==> config.mk <==
export PLATFORM = sky130hd
export DESIGN_NAME = spm_serial_port
export DESIGN_NICKNAME = d
export VERILOG_FILES = /design/src/rtl/spm_serial_port.v
export VERILOG_INCLUDE_DIRS = /design/src /design/src/rtl
export SDC_FILE = /design/constraint.sdc
export NUM_CORES = 1
export LEC_CHECK = 0
export BUFFER_PORTS_ARGS = -buffer_cell sky130_fd_sc_hd__buf_2
export CAP_MARGIN = 15
export CORE_ASPECT_RATIO = 0.6
export CORE_UTILIZATION = 45
export DETAILED_ROUTE_END_ITERATION = 10
export PLACE_DENSITY_LB_ADDON = 0.05
export SETUP_SLACK_MARGIN = 0.2
export SLEW_MARGIN = 20
export SYNTH_ARGS = -nofsm -noshare
export SYNTH_HDL_FRONTEND = slang
export SYNTH_SLANG_ARGS = --single-unit
==> constraint.sdc <==
create_clock -name clk -period 2.4 [get_ports clk]
set_input_delay 0.48 -clock clk [delete_from_list [all_inputs] [get_ports clk]]
set_output_delay 0.48 -clock clk [all_outputs]
set_load 0.005 [all_outputs]
==> src/rtl/spm_defs.vh <==
// Constants of the serial port engine for modes zero and one
`ifndef SPM_DEFS_VH
`define SPM_DEFS_VH

// ==========================================================
// Register map (byte addresses, one word each)
`define SPM_ADR_BUFFER 4'h0
`define SPM_ADR_CONTROL 4'h4
`define SPM_ADR_STATUS 4'h8

// ==========================================================
// Control and status register fields
`define SPM_CTL_MODE 0
`define SPM_CTL_RXALLOW 1
`define SPM_CTL_MPFILTER 2
`define SPM_CTL_TXDONE 3
`define SPM_CTL_RXDONE 4
`define SPM_CTL_NINTH 5
`define SPM_STA_TXBUSY 0
`define SPM_STA_RXBUSY 1

// ==========================================================
// Machine cycle phases: index = (state - 1) * 2 + (phase - 1)
`define SPM_PH_LAST 4'hb
`define SPM_PH_S1P1 4'h0
`define SPM_PH_S3P1 4'h4
`define SPM_PH_S5P2 4'h9
`define SPM_PH_S6P1 4'ha
`define SPM_PH_S6P2 4'hb

// ==========================================================
// Shift register preloads and markers, divider last state and vote counter states
`define SPM_TX_LOAD_MARK 1'h1
`define SPM_TX_END_PATTERN 8'h01
`define SPM_RX0_PRELOAD 8'hfe
`define SPM_RX1_PRELOAD 9'h1ff
`define SPM_DIV_LAST 4'hf
`define SPM_VOTE_A 4'h6
`define SPM_VOTE_B 4'h7
`define SPM_VOTE_C 4'h8

`endif

==> src/rtl/spm_serial_port.v <==
// Serial port engine: synchronous shift mode and asynchronous 10-bit mode
//
// Our own choices: the register addresses and the Wishbone register port.
`include "spm_defs.vh"

// Behaviour
// Sync mode moves 8 bits LSB first on data pin, drives clock pin.
// Sync bit rate is one twelfth of the CPU clock, fixed; here one bit per twelve clk ticks.
// Buffer write loads ninth-position one; sending starts one cycle later.
// Sync send drives shift output; clock low S3-S5, high S6-S2.
// Each S6P2 while sending, transmit register shifts right, zero fill.
// Marker beside MSB: last shift, end send, done flag at 10th cycle.
// Sync receive starts when allowed and done flag clear; preload 11111110.
// Sync receive drives shift clock with edges at S3P1 and S6P1.
// Each S6P2 receive register shifts left, taking the S5P2 sample.
// Zero reaches left end: last shift, load buffer, set done flag.
// Async frame is start, 8 data LSB first, stop; stop kept.
// Async bit timing comes from timer one overflow rate.
// Async transmit starts after the next divide-by-16 rollover.
// Start bit, then shift output one bit later, first shift after.
// Async transmit ends and sets done at the 10th rollover.
// Input sampled at 16x; falling edge resets counter, preloads 1FFH.
// Each bit is majority of samples at counter states 7, 8, 9.
// Nonzero first bit resets receiver, watching for falling edge again.
// Nine-bit receive register; start at left end triggers final shift.
// Store only if done flag clear and filter off or stop one.
// After every async frame, return to watching for falling edge.
// Async reception begins only while receive is allowed.
// Done flags stay set until cleared; interrupt requested while set.
module spm_serial_port (
  input wire clk, // 200 MHz clock, one tick per clock phase
  input wire reset, // Synchronous reset, active high
  input wire wb_cyc_i, // Wishbone cycle
  input wire wb_stb_i, // Wishbone strobe
  input wire wb_we_i, // Wishbone write enable
  input wire [3:0] wb_adr_i, // Wishbone byte address
  input wire [3:0] wb_sel_i, // Wishbone byte selects
  input wire [31:0] wb_dat_i, // Wishbone write data
  output reg [31:0] wb_dat_o, // Wishbone read data
  output reg wb_ack_o, // Wishbone acknowledge
  input wire timerOverflow, // Timer one overflow pulse, same clock
  output reg portOneBitZeroOut, // Shift clock or async transmit line
  input wire portOneBitOneIn, // Data pin level
  output reg portOneBitOneOut, // Data pin drive value
  output reg portOneBitOneOe, // Data pin drive enable
  output reg serialIrq // Serial port interrupt request
);

  // ========================================================
  // Transmit states
  localparam TX_IDLE = 3'h0;
  localparam TX_ALIGN = 3'h1;
  localparam TX_ARM = 3'h2;
  localparam TX_SEND = 3'h3;
  localparam TX_END = 3'h4;
  localparam TX_AWAIT = 3'h5;
  localparam TX_ASTART = 3'h6;
  localparam TX_ADATA = 3'h7;
  // Receive states
  localparam RX_IDLE = 3'h0;
  localparam RX_LOAD = 3'h1;
  localparam RX_SHIFT = 3'h2;
  localparam RX_END = 3'h3;
  localparam RX_AHUNT = 3'h4;
  localparam RX_ABIT = 3'h5;
  localparam RX_ALIGN = 3'h6;

  // ========================================================
  // Registers
  reg [3:0] phase_ff;
  reg [2:0] txState_ff;
  reg [2:0] rxState_ff;
  reg [8:0] txShift_ff;
  reg [8:0] rxShift_ff;
  reg [3:0] txDiv_ff;
  reg [3:0] rxDiv_ff;
  reg [2:0] votes_ff;
  reg pinMeta_ff;
  reg pinSync_ff;
  reg pinPrev_ff;
  reg sample_ff;
  reg [7:0] buffer_ff;
  reg mode_ff;
  reg rxAllow_ff;
  reg mpFilter_ff;
  reg txDone_ff;
  reg rxDone_ff;
  reg ninth_ff;

  // ========================================================
  // Bus decode: a write takes effect on the edge that sees ack high
  wire busReq = wb_cyc_i & wb_stb_i;
  wire busWrite = busReq & wb_we_i & wb_ack_o & wb_sel_i[0];
  wire wrBuffer = busWrite & (wb_adr_i == `SPM_ADR_BUFFER);
  wire wrControl = busWrite & (wb_adr_i == `SPM_ADR_CONTROL);
  wire txBusy = (txState_ff != TX_IDLE);
  wire rxBusy = (rxState_ff != RX_IDLE) & (rxState_ff != RX_AHUNT);

  // ========================================================
  // Timing strobes
  wire atS6P2 = (phase_ff == `SPM_PH_S6P2);
  wire atS1P1 = (phase_ff == `SPM_PH_S1P1);
  wire atS5P2 = (phase_ff == `SPM_PH_S5P2);
  // bit timing from timer overflow
  wire txRoll = timerOverflow & (txDiv_ff == `SPM_DIV_LAST);
  wire rxRoll = timerOverflow & (rxDiv_ff == `SPM_DIV_LAST);
  // shift clock low S3P1..S5P2, twelve phases per bit
  wire clkLow = (phase_ff >= `SPM_PH_S3P1) & (phase_ff < `SPM_PH_S6P1);

  // ========================================================
  // Majority vote and bit-order reversal
  // two of three samples decide
  wire voteBit = (votes_ff[0] & votes_ff[1]) | (votes_ff[0] & votes_ff[2]) |
    (votes_ff[1] & votes_ff[2]);
  wire [7:0] rx0Shifted = {rxShift_ff[6:0], sample_ff};
  wire [7:0] revSrc = mode_ff ? rxShift_ff[7:0] : rx0Shifted;
  wire [7:0] revData;
  genvar gi;
  generate
    for (gi = 0; gi < 8; gi = gi + 1) begin : g_rev
      assign revData[gi] = revSrc[7 - gi];
    end
  endgenerate

  // ========================================================
  // Phase counter and pin synchroniser
  always @(posedge clk) begin
    if (reset) begin
      phase_ff <= 4'h0;
      pinMeta_ff <= 1'h1;
      pinSync_ff <= 1'h1;
    end else begin
      phase_ff <= (phase_ff == `SPM_PH_LAST) ? 4'h0 : phase_ff + 4'h1;
      pinMeta_ff <= portOneBitOneIn;
      pinSync_ff <= pinMeta_ff;
    end
  end

  // ========================================================
  // Control register and flags; hardware set wins over clear
  always @(posedge clk) begin
    if (reset) begin
      mode_ff <= 1'h0;
      rxAllow_ff <= 1'h0;
      mpFilter_ff <= 1'h0;
      txDone_ff <= 1'h0;
      rxDone_ff <= 1'h0;
    end else begin
      if (wrControl) begin
        mode_ff <= wb_dat_i[`SPM_CTL_MODE];
        rxAllow_ff <= wb_dat_i[`SPM_CTL_RXALLOW];
        mpFilter_ff <= wb_dat_i[`SPM_CTL_MPFILTER];
      end
      // flags held until software writes zero
      if ((txState_ff == TX_END && atS1P1) ||
          (txState_ff == TX_ADATA && txRoll &&
           txShift_ff[8:1] == `SPM_TX_END_PATTERN))
        txDone_ff <= 1'h1;
      else if (wrControl)
        txDone_ff <= wb_dat_i[`SPM_CTL_TXDONE];
      if ((rxState_ff == RX_END && atS1P1) ||
          (rxState_ff == RX_ABIT && rxRoll && !rxShift_ff[8] &&
           !rxDone_ff && (!mpFilter_ff || voteBit)))
        rxDone_ff <= 1'h1;
      else if (wrControl)
        rxDone_ff <= wb_dat_i[`SPM_CTL_RXDONE];
    end
  end

  // ========================================================
  // Transmit engine
  always @(posedge clk) begin
    if (reset) begin
      txState_ff <= TX_IDLE;
      txShift_ff <= 9'h000;
      txDiv_ff <= 4'h0;
    end else begin
      if (timerOverflow)
        txDiv_ff <= txDiv_ff + 4'h1;
      case (txState_ff)
        TX_IDLE: begin
          // marker one in ninth position on buffer write
          if (wrBuffer) begin
            txShift_ff <= {`SPM_TX_LOAD_MARK, wb_dat_i[7:0]};
            txState_ff <= mode_ff ? TX_AWAIT : TX_ALIGN;
          end
        end
        TX_ALIGN: begin
          if (atS6P2)
            txState_ff <= TX_ARM;
        end
        TX_ARM: begin
          // send begins one machine cycle after the write
          if (atS6P2)
            txState_ff <= TX_SEND;
        end
        TX_SEND: begin
          // shift right with zero fill at S6P2
          if (atS6P2) begin
            txShift_ff <= {1'h0, txShift_ff[8:1]};
            // marker beside MSB, this is the last shift
            if (txShift_ff[8:1] == `SPM_TX_END_PATTERN)
              txState_ff <= TX_END;
          end
        end
        TX_END: begin
          // send ends at S1P1 of the tenth cycle
          if (atS1P1)
            txState_ff <= TX_IDLE;
        end
        TX_AWAIT: begin
          // bit times follow the divide-by-16 counter
          if (txRoll)
            txState_ff <= TX_ASTART;
        end
        TX_ASTART: begin
          // start bit lasts one bit time
          if (txRoll)
            txState_ff <= TX_ADATA;
        end
        TX_ADATA: begin
          // first shift one bit time after data drive
          if (txRoll) begin
            txShift_ff <= {1'h0, txShift_ff[8:1]};
            // last shift at the tenth rollover
            if (txShift_ff[8:1] == `SPM_TX_END_PATTERN)
              txState_ff <= TX_IDLE;
          end
        end
        default: txState_ff <= TX_IDLE;
      endcase
    end
  end

  // ========================================================
  // Receive engine
  always @(posedge clk) begin
    if (reset) begin
      rxState_ff <= RX_IDLE;
      rxShift_ff <= 9'h000;
      rxDiv_ff <= 4'h0;
      votes_ff <= 3'h0;
      pinPrev_ff <= 1'h1;
      sample_ff <= 1'h1;
      buffer_ff <= 8'h00;
      ninth_ff <= 1'h0;
    end else begin
      // data pin sampled at S5P2
      if (atS5P2)
        sample_ff <= pinSync_ff;
      // line sampled at sixteen times the bit rate
      if (timerOverflow)
        pinPrev_ff <= pinSync_ff;
      if (timerOverflow)
        rxDiv_ff <= rxDiv_ff + 4'h1;
      // votes taken at counter states seven to nine
      if (timerOverflow && rxDiv_ff == `SPM_VOTE_A)
        votes_ff[0] <= pinSync_ff;
      if (timerOverflow && rxDiv_ff == `SPM_VOTE_B)
        votes_ff[1] <= pinSync_ff;
      if (timerOverflow && rxDiv_ff == `SPM_VOTE_C)
        votes_ff[2] <= pinSync_ff;
      case (rxState_ff)
        RX_IDLE: begin
          // sync receive starts when allowed and flag clear
          // condition counts from its S6P2, as a buffer write does
          if (!mode_ff && rxAllow_ff && !rxDone_ff && !txBusy)
            rxState_ff <= atS6P2 ? RX_LOAD : RX_ALIGN;
          // async hunting only while receive allowed
          else if (mode_ff && rxAllow_ff)
            rxState_ff <= RX_AHUNT;
        end
        RX_ALIGN: begin
          // align first so the flag lands in the tenth cycle
          if (atS6P2)
            rxState_ff <= RX_LOAD;
        end
        RX_LOAD: begin
          // preload, receive active one phase later
          if (atS6P2) begin
            rxShift_ff <= {1'h0, `SPM_RX0_PRELOAD};
            rxState_ff <= RX_SHIFT;
          end
        end
        RX_SHIFT: begin
          // shift left taking the S5P2 sample
          if (atS6P2) begin
            rxShift_ff <= {1'h0, rx0Shifted};
            // zero at left end, last shift loads buffer
            if (!rxShift_ff[7]) begin
              buffer_ff <= revData;
              rxState_ff <= RX_END;
            end
          end
        end
        RX_END: begin
          // receive cleared at S1P1 as flag is set
          if (atS1P1)
            rxState_ff <= RX_IDLE;
        end
        RX_AHUNT: begin
          if (!mode_ff || !rxAllow_ff)
            rxState_ff <= RX_IDLE;
          // falling edge resets counter and preloads
          else if (timerOverflow && pinPrev_ff && !pinSync_ff) begin
            rxDiv_ff <= 4'h0;
            rxShift_ff <= `SPM_RX1_PRELOAD;
            rxState_ff <= RX_ABIT;
          end
        end
        RX_ABIT: begin
          if (!mode_ff)
            rxState_ff <= RX_IDLE;
          else if (rxRoll) begin
            rxShift_ff <= {rxShift_ff[7:0], voteBit};
            // false start bit sends receiver back to hunting
            if (rxShift_ff == `SPM_RX1_PRELOAD && voteBit)
              rxState_ff <= RX_AHUNT;
            // start bit at left end, this is the final shift
            else if (!rxShift_ff[8]) begin
              // store only with flag clear and filter passed
              // stop bit kept as ninth bit
              if (!rxDone_ff && (!mpFilter_ff || voteBit)) begin
                buffer_ff <= revData;
                ninth_ff <= voteBit;
              end
              // back to watching for a falling edge
              rxState_ff <= RX_AHUNT;
            end
          end
        end
        default: rxState_ff <= RX_IDLE;
      endcase
    end
  end

  // ========================================================
  // Pins, interrupt and bus answer; all registered
  always @(posedge clk) begin
    if (reset) begin
      portOneBitZeroOut <= 1'h1;
      portOneBitOneOut <= 1'h1;
      portOneBitOneOe <= 1'h0;
      serialIrq <= 1'h0;
      wb_ack_o <= 1'h0;
      wb_dat_o <= 32'h00000000;
    end else begin
      if (mode_ff) begin
        // idle high, start zero, then data LSB first
        portOneBitZeroOut <= (txState_ff == TX_ASTART) ? 1'h0 :
          (txState_ff == TX_ADATA) ? txShift_ff[0] : 1'h1;
        portOneBitOneOut <= 1'h1;
        portOneBitOneOe <= 1'h0;
      end else begin
        // shift clock only during send or receive
        // clock edges at S3P1 and S6P1 while receiving
        portOneBitZeroOut <= ~(clkLow && (txState_ff == TX_SEND ||
          rxState_ff == RX_SHIFT));
        // data pin driven only while sending
        portOneBitOneOut <= (txState_ff == TX_SEND) ? txShift_ff[0] : 1'h1;
        portOneBitOneOe <= (txState_ff == TX_SEND);
      end
      // interrupt requested while a flag stands
      serialIrq <= txDone_ff | rxDone_ff;
      wb_ack_o <= busReq & ~wb_ack_o;
      wb_dat_o <= 32'h00000000;
      if (busReq && !wb_ack_o && !wb_we_i) begin
        case (wb_adr_i)
          `SPM_ADR_BUFFER: wb_dat_o[7:0] <= buffer_ff;
          `SPM_ADR_CONTROL: wb_dat_o[5:0] <= {ninth_ff, rxDone_ff,
            txDone_ff, mpFilter_ff, rxAllow_ff, mode_ff};
          `SPM_ADR_STATUS: wb_dat_o[1:0] <= {rxBusy, txBusy};
          default: wb_dat_o <= 32'h00000000;
        endcase
      end
    end
  end

endmodule

==> results of run 1 <==
-- cell usage after synthesis (all sizes together) (6+ instances only) --
library cell,number
and3,6
buf,35
ha,12
nand3,7
mux2i,36
o221a,7
o21ai,15
clkbuf,12
dfxtp,70
a211oi,18
nand2,23
inv,13
nor2,48
a21oi,13
-- power groups by stage --
stage / Sequential (µW) / Clock (µW) / Combinational, µW
2_1_floorplan: 1330 / 0 / 429
3_3_place_gp: 1350 / 0 / 526
3_5_place_dp: 1350 / 0 / 534
4_1_cts: 1330 / 1460 / 542
5_1_grt: 1350 / 1510 / 633
6_report: 1330 / 1420 / 564
-- placed cells by master (no fill, tap or decap), drive strengths merged, types with 4 or more instances in the layout --
cell	n
a211oi	18
nor2	48
a31oi	4
xor2	4
clkbuf	10
nand2	23
inv	13
ha	12
o21ai	15
buf	51
or2	4
conb	24
and4	4
nor2b	5
nand4	5
dfxtp	70
nand2b	4
a21oi	13
and3	6
nor3	4
nand3b	5
nand3	7
mux2i	36
o221a	7
-- cells by family (layout without fill, tap and decap cells) --
| kind of cell | count (synthesis) | in the layout |
|---|---|---|
| simple gates | 135 | 135 |
| compound gates | 82 | 82 |
| flops | 70 | 70 |
| buf+inv | 60 | 80 |
| mux | 37 | 37 |
| fa+ha+maj | 13 | 13 |
| xor+xnor | 7 | 7 |
| other cells | 1 | 24 |
-- state kept, by name, summed over array words and instances (netlist names), 3 cells and up --
name        flops
wb_dat_o        8
txState_ff      3
txShift_ff      9
rxState_ff      3
rxDiv_ff        4
buffer_ff       8
rxShift_ff      9
phase_ff        4
votes_ff        3
txDiv_ff        4
-- per-layer routing --
layer  track usage (%)  up-vias  part of all wire, %
met5                 0        -                    0
met4              5.91        0                  1.0
met3              5.35        8                  8.7
met2              27.6      105                   38
met1              31.8     1393                   52
li1                  -     1492                    -
-- metrics by stage --
step | power, µW | utilization [%]
after floorplan | 1760 | -
after global placement | 1880 | 49.3
after detailed placement | 1890 | 49.3
after CTS | 3330 | 53.8
after global routing | 3490 | 54.3
final | 3320 | 54.3
-- layout make-up --
cell class / instances / share of cell area [%]
clock buffers: 10 / 5.56
well taps: 108 / 3.14
inverters: 13 / 1.14
clock inverters: 6 / 1.98
repair buffers: 51 / 7.33
multi-input cells: 298 / 48.2
flip-flops and latches: 70 / 32.7
-- worst min path at each step --
| stage | startpoint | endpoint |
|---|---|---|
| final | portOneBitOneIn | pinMeta_ff$_SDFF_PP1_ |
| after global routing | portOneBitOneIn | pinMeta_ff$_SDFF_PP1_ |
| after CTS | portOneBitOneIn | pinMeta_ff$_SDFF_PP1_ |
| after detailed placement | pinMeta_ff$_SDFF_PP1_ | pinSync_ff$_SDFF_PP1_ |
| after global placement | pinMeta_ff$_SDFF_PP1_ | pinSync_ff$_SDFF_PP1_ |
| after floorplan | pinMeta_ff$_SDFF_PP1_ | pinSync_ff$_SDFF_PP1_ |
-- timing repair --
action,CTS,global route
gates resized for setup,1,7
hold endpoints to repair,0,0
pin swaps,1,1
endpoints found under the setup margin,9,30
setup buffers,1,2
==> flow_summary.toml, run 1 <==
[critical_path]
endpoint = "rxState_ff[1]$_SDFFE_PP0P_"
timing.critical_path.buf_inv = 1
cp.depth = 7
reg2reg_to = "rxState_ff[1]$_SDFFE_PP0P_"
cp_max_fo = 5
cp-startpoint = "txState_ff[0]$_SDFFE_PP0P_"
crit_path_end_kind = "flop"
critPathSlowestCell = "mux2_2"
worstPathArrival_ns = 2.30
start_kind = "flop"
worst-setup-path-type = "flop to flop"
rr_worst_depth = 7
reg2reg_setup_slack_ns = 0.32
path_delay_family = "simple AND/OR/NAND/NOR gates"
path_cells = "inv_1 -> ha_1 -> nand2b_4 -> nor4b_4 -> o311ai_1 -> nor3_2 -> mux2_2"
slowest_delay_ns = 0.36
crit_required_ns = 2.62
reg2reg_from = "txState_ff[0]$_SDFFE_PP0P_"

[sta]
layout_min_cycle_time_ns = 2.08
relSlewSlack_pct = 58.6
fin_skew_ns = 0.00502
timing.fmax_mhz = 481
fin_ws_ns = 0.320
tightest_slew_ns = 0.621
hold_viol = 0
rsz0062_at_grt = "false"
setup_tns_ns = 0
report.final.slew_viol_count = 0
fin_crit_sh_pct = 86.7
holdWs_ns = 0.330
setup_viol = 0

[cells_and_area]
num_antenna_cells = 0
design_area_um2 = 4300
multi_input_area_um2 = 2070
area_delta_synth_final_pct = 16.2
num-fill-cells = 732
seqCellArea_um2 = 1400
layoutNonFillerInstCount = 556
nNetsFinal = 502
drive_gt1_share_pct = 21.4

[power]
p_leak_uw = 0.00174
p_sw_share_pct = 27.0
internal_power_uw = 2420
p_sw_uw = 897
power_frac_comb_pct = 17.0
vdd_drop_max_uv = 444
power_density_nw_per_um2 = 772
seqPwrFrac_pct = 40.2
power_frac_clock_pct = 42.8

[cts]
clock_latency_ns = 0.33
clock_path_buffers = 2
cts_root_buf = "clkbuf_16"
clk_pin_slew_ns = 0.06
ctsHoldBuffers = 0
numCtsBuffers = 9
cts.htree.levels = 3
tritoncts = "yes"
clock_sinks = 70

[routing]
viasPerCell = 5.39
vias = 2998
drt-pass1-iter-count = 4
drtIter0Drc = 206
routed_wl_um = 8450
wl_per_cell_um = 15.2
drc = 0
antenna_left = 0

[global_routing]
grt_pass1_wl_um = 13700
grt_pass1_vias = 2654
gr-total-overflow = 0
antenna_found_initial = 0
grt_max_degree = 29
grt_usage_pct = 20.7

[logic_synthesis]
synth_area_leaders = "dfxtp_1, mux2i_1, buf_4"
synth-edff-count = 0
ys_ff_latch = 70
synth_compound_area_share_pct = 17.1
synthCells = 405
yosys.area_share.simple_pct = 19.6
yosysSeqAreaShare_pct = 37.9
synth.largest_area_cell = "dfxtp_1"
ys.flop_type = "dfxtp_1"
synth_area_per_cell_um2 = 9.14
synth_area_um2 = 3700
synth_top_family_by_area = "simple AND/OR/NAND/NOR gates"
synthXorXnorAreaFrac_pct = 1.66
yosys.area.top_type_share_pct = 37.9
muxShareOfSynthArea_pct = 10.0
ys_types = 67
synthArstFlopShare_pct = 0
yosysWarnings = 0
synthAdderAreaFrac_pct = 4.33

[floorplanning]
start_util_pct = 46.8
rows = 25
ios = 84
core_um2 = 7910
die_h_um = 72.2
chipWidth_um = 119
die-area_um2 = 8600

[placed_design]
pre_cts_slack_ns = 0.117
numPortBuffers = 32
gp_congestion = 0.801
post-dp-hpwl_um = 6220
placed_area_um2 = 3910
post-place-cells = 537

[outcome]
status = "complete, no violations"

[min_path]
min_path_type = "input port to flop"
min_delay_path_depth = 2

[run]
maxCapViolCount = 0
(Power assumes the default switching activity.)
==> run 2, diff against run 1 <==
==> constraint.sdc (replaced) <==
create_clock -name clk -period 1.7 [get_ports clk]
set_input_delay 0.34 -clock clk [delete_from_list [all_inputs] [get_ports clk]]
set_output_delay 0.34 -clock clk [all_outputs]
set_load 0.005 [all_outputs]
==> flow_summary.toml, run 2 (synthesis results as in run 1) <==
[power]
vdd_drop_max_uv = 933
power_density_nw_per_um2 = 972
p_leak_uw = 0.00233

[sta]
timing.fmax_mhz = 566
setup_viol = 20
fin_crit_sh_pct = 104
report.final.slew_viol_count = 0
rsz0062_at_grt = "true"
fin_skew_ns = 0.00373
hold_viol = 0
fin_ws_ns = -0.0670
layout_min_cycle_time_ns = 1.77

[critical_path]
critPathSlowestCell = "or4_4"
worstPathArrival_ns = 1.97
worst-setup-path-type = "flop to flop"
reg2reg_from = "rxDiv_ff[0]$_SDFF_PP0_"
reg2reg_setup_slack_ns = -0.07
crit_path_end_kind = "flop"
path_cells = "ha_4 -> nand4_4 -> or4_4 -> o22ai_4 -> buf_6 -> buf_16 -> a211oi_2"
start_kind = "flop"
cp_max_fo = 6
crit_required_ns = 1.91
rr_worst_depth = 7
slowest_delay_ns = 0.51
reg2reg_to = "buffer_ff[1]$_SDFFE_PP0P_"

[global_routing]
gr-total-overflow = 0
grt_pass1_wl_um = 17400
grt_usage_pct = 26.1
antenna_found_initial = 0
grt_max_degree = 20
grt_pass1_vias = 3344

[cts]
clock_path_buffers = 2
cts.htree.levels = 3
clock_latency_ns = 0.33
tritoncts = "yes"
cts_root_buf = "clkbuf_16"
clock_sinks = 70
clk_pin_slew_ns = 0.05
numCtsBuffers = 9

[placed_design]
post-place-cells = 603
numPortBuffers = 32
gp_congestion = 0.861
placed_area_um2 = 4680
pre_cts_slack_ns = -0.197
post-dp-hpwl_um = 7250

[cells_and_area]
layoutNonFillerInstCount = 646
final_common_cell = "buf_4"
design_area_um2 = 5580
num_antenna_cells = 0
reg_top3 = "rxShift_ff x9, txShift_ff x9"
layout_common_cells = "buf_4, dfxtp_1, mux2i_1"
area_delta_synth_final_pct = 50.9
drive_gt1_share_pct = 48.7
nNetsFinal = 592

[floorplanning]
core_um2 = 7910
chipWidth_um = 119
die-area_um2 = 8600
rows = 25
ios = 84
start_util_pct = 46.8
die_h_um = 72.2

[min_path]
min_delay_path_depth = 2
hold_path.startpoint = "portOneBitOneIn"
min_path_type = "input port to flop"
worstHoldEndpoint = "pinMeta_ff$_SDFF_PP1_"

[run]
maxCapViolCount = 0

[routing]
wl_per_cell_um = 16.5
drt-pass1-iter-count = 4
drtIter0Drc = 213
vias = 3422
viasPerCell = 5.30
drc = 0
routed_wl_um = 10700
antenna_left = 0

[outcome]
status = "finished with violations"
failed_checks = "negative setup slack"
## run 2: cell types whose count changed in the layout (fill, tap and decap cells not counted), moves of 8 or more
cell      delta
buf_6       +16
nor2_2       +8
dfxtp_1      -8
nor2_1      -18
a211oi_2    +16
buf_4       +70
nor2_4      +10
a211oi_1    -16
## run 2: timing repair
action	in CTS	in global routing
setup buffers	16	8
hold buffers	0	0
hold endpoints to repair	0	0
setup endpoints to repair	35	36
cloned	3	0
pin swaps	40	12
resized for setup	83	17
## run 2: layer usage
layer  part of all wire [%]  track usage, %  wire length (µm)
met1                     50            36.4              5310
met2                     45            41.7              4840
met3                    4.0            4.87               431
met4                   0.77            7.03                82
met5                      0               0                 0
## run 2: stage by stage
stage,hold WS [ns],TNS (ns),utilization (%),power [µW]
finish,0.192,-0.802,70.6,5430
global route,0.198,-2.72,70.6,5670
CTS,0.182,-0.546,69.0,5350
detailed placement,0.396,-4.74,59.1,3040
global placement,0.392,-3.97,59.1,3020
floorplan,0.389,-0.808,-,2610
## run 2: critical path, delay by kind of cell (launching register included)
family                   cells  cell delay, ns
AO/OA/AOI/OAI                2            0.30
adder cells (fa/ha/maj)      1            0.15
buffers and inverters        2            0.26
flip-flops                   1            0.35
AND/OR/NAND/NOR              2            0.59
## run 2: final cells by class
class	instances	area, µm²
Sequential cell	70	1420
Clock inverter	1	5.00
Multi-Input combinational cell	299	2610
Inverter	13	58.8
Fill cell	599	2330
Clock buffer	15	258
Tap cell	108	135
Timing Repair Buffer	140	1100
## run 2: where the power goes
group	leakage, µW	total [µW]	internal (µW)	switching [µW]
clock	0.000128	1670	1030	645
sequential	0.000572	1910	1780	135
combinational	0.00163	1840	983	860
total	0.00233	5430	3790	1640
## run 2: worst max-delay path by stage
stage / cells past startpoint / endpoint / start
after floorplan: 7 / buffer_ff[6]$_SDFFE_PP0P_ / rxDiv_ff[1]$_SDFF_PP0_
after global placement: 7 / txState_ff[0]$_SDFFE_PP0P_ / timerOverflow
after detailed placement: 8 / txShift_ff[7]$_SDFFE_PP0P_ / timerOverflow
after CTS: 7 / buffer_ff[7]$_SDFFE_PP0P_ / rxDiv_ff[0]$_SDFF_PP0_
after global routing: 9 / txShift_ff[3]$_SDFFE_PP0P_ / phase_ff[1]$_SDFF_PP0_
final: 7 / buffer_ff[1]$_SDFFE_PP0P_ / rxDiv_ff[0]$_SDFF_PP0_
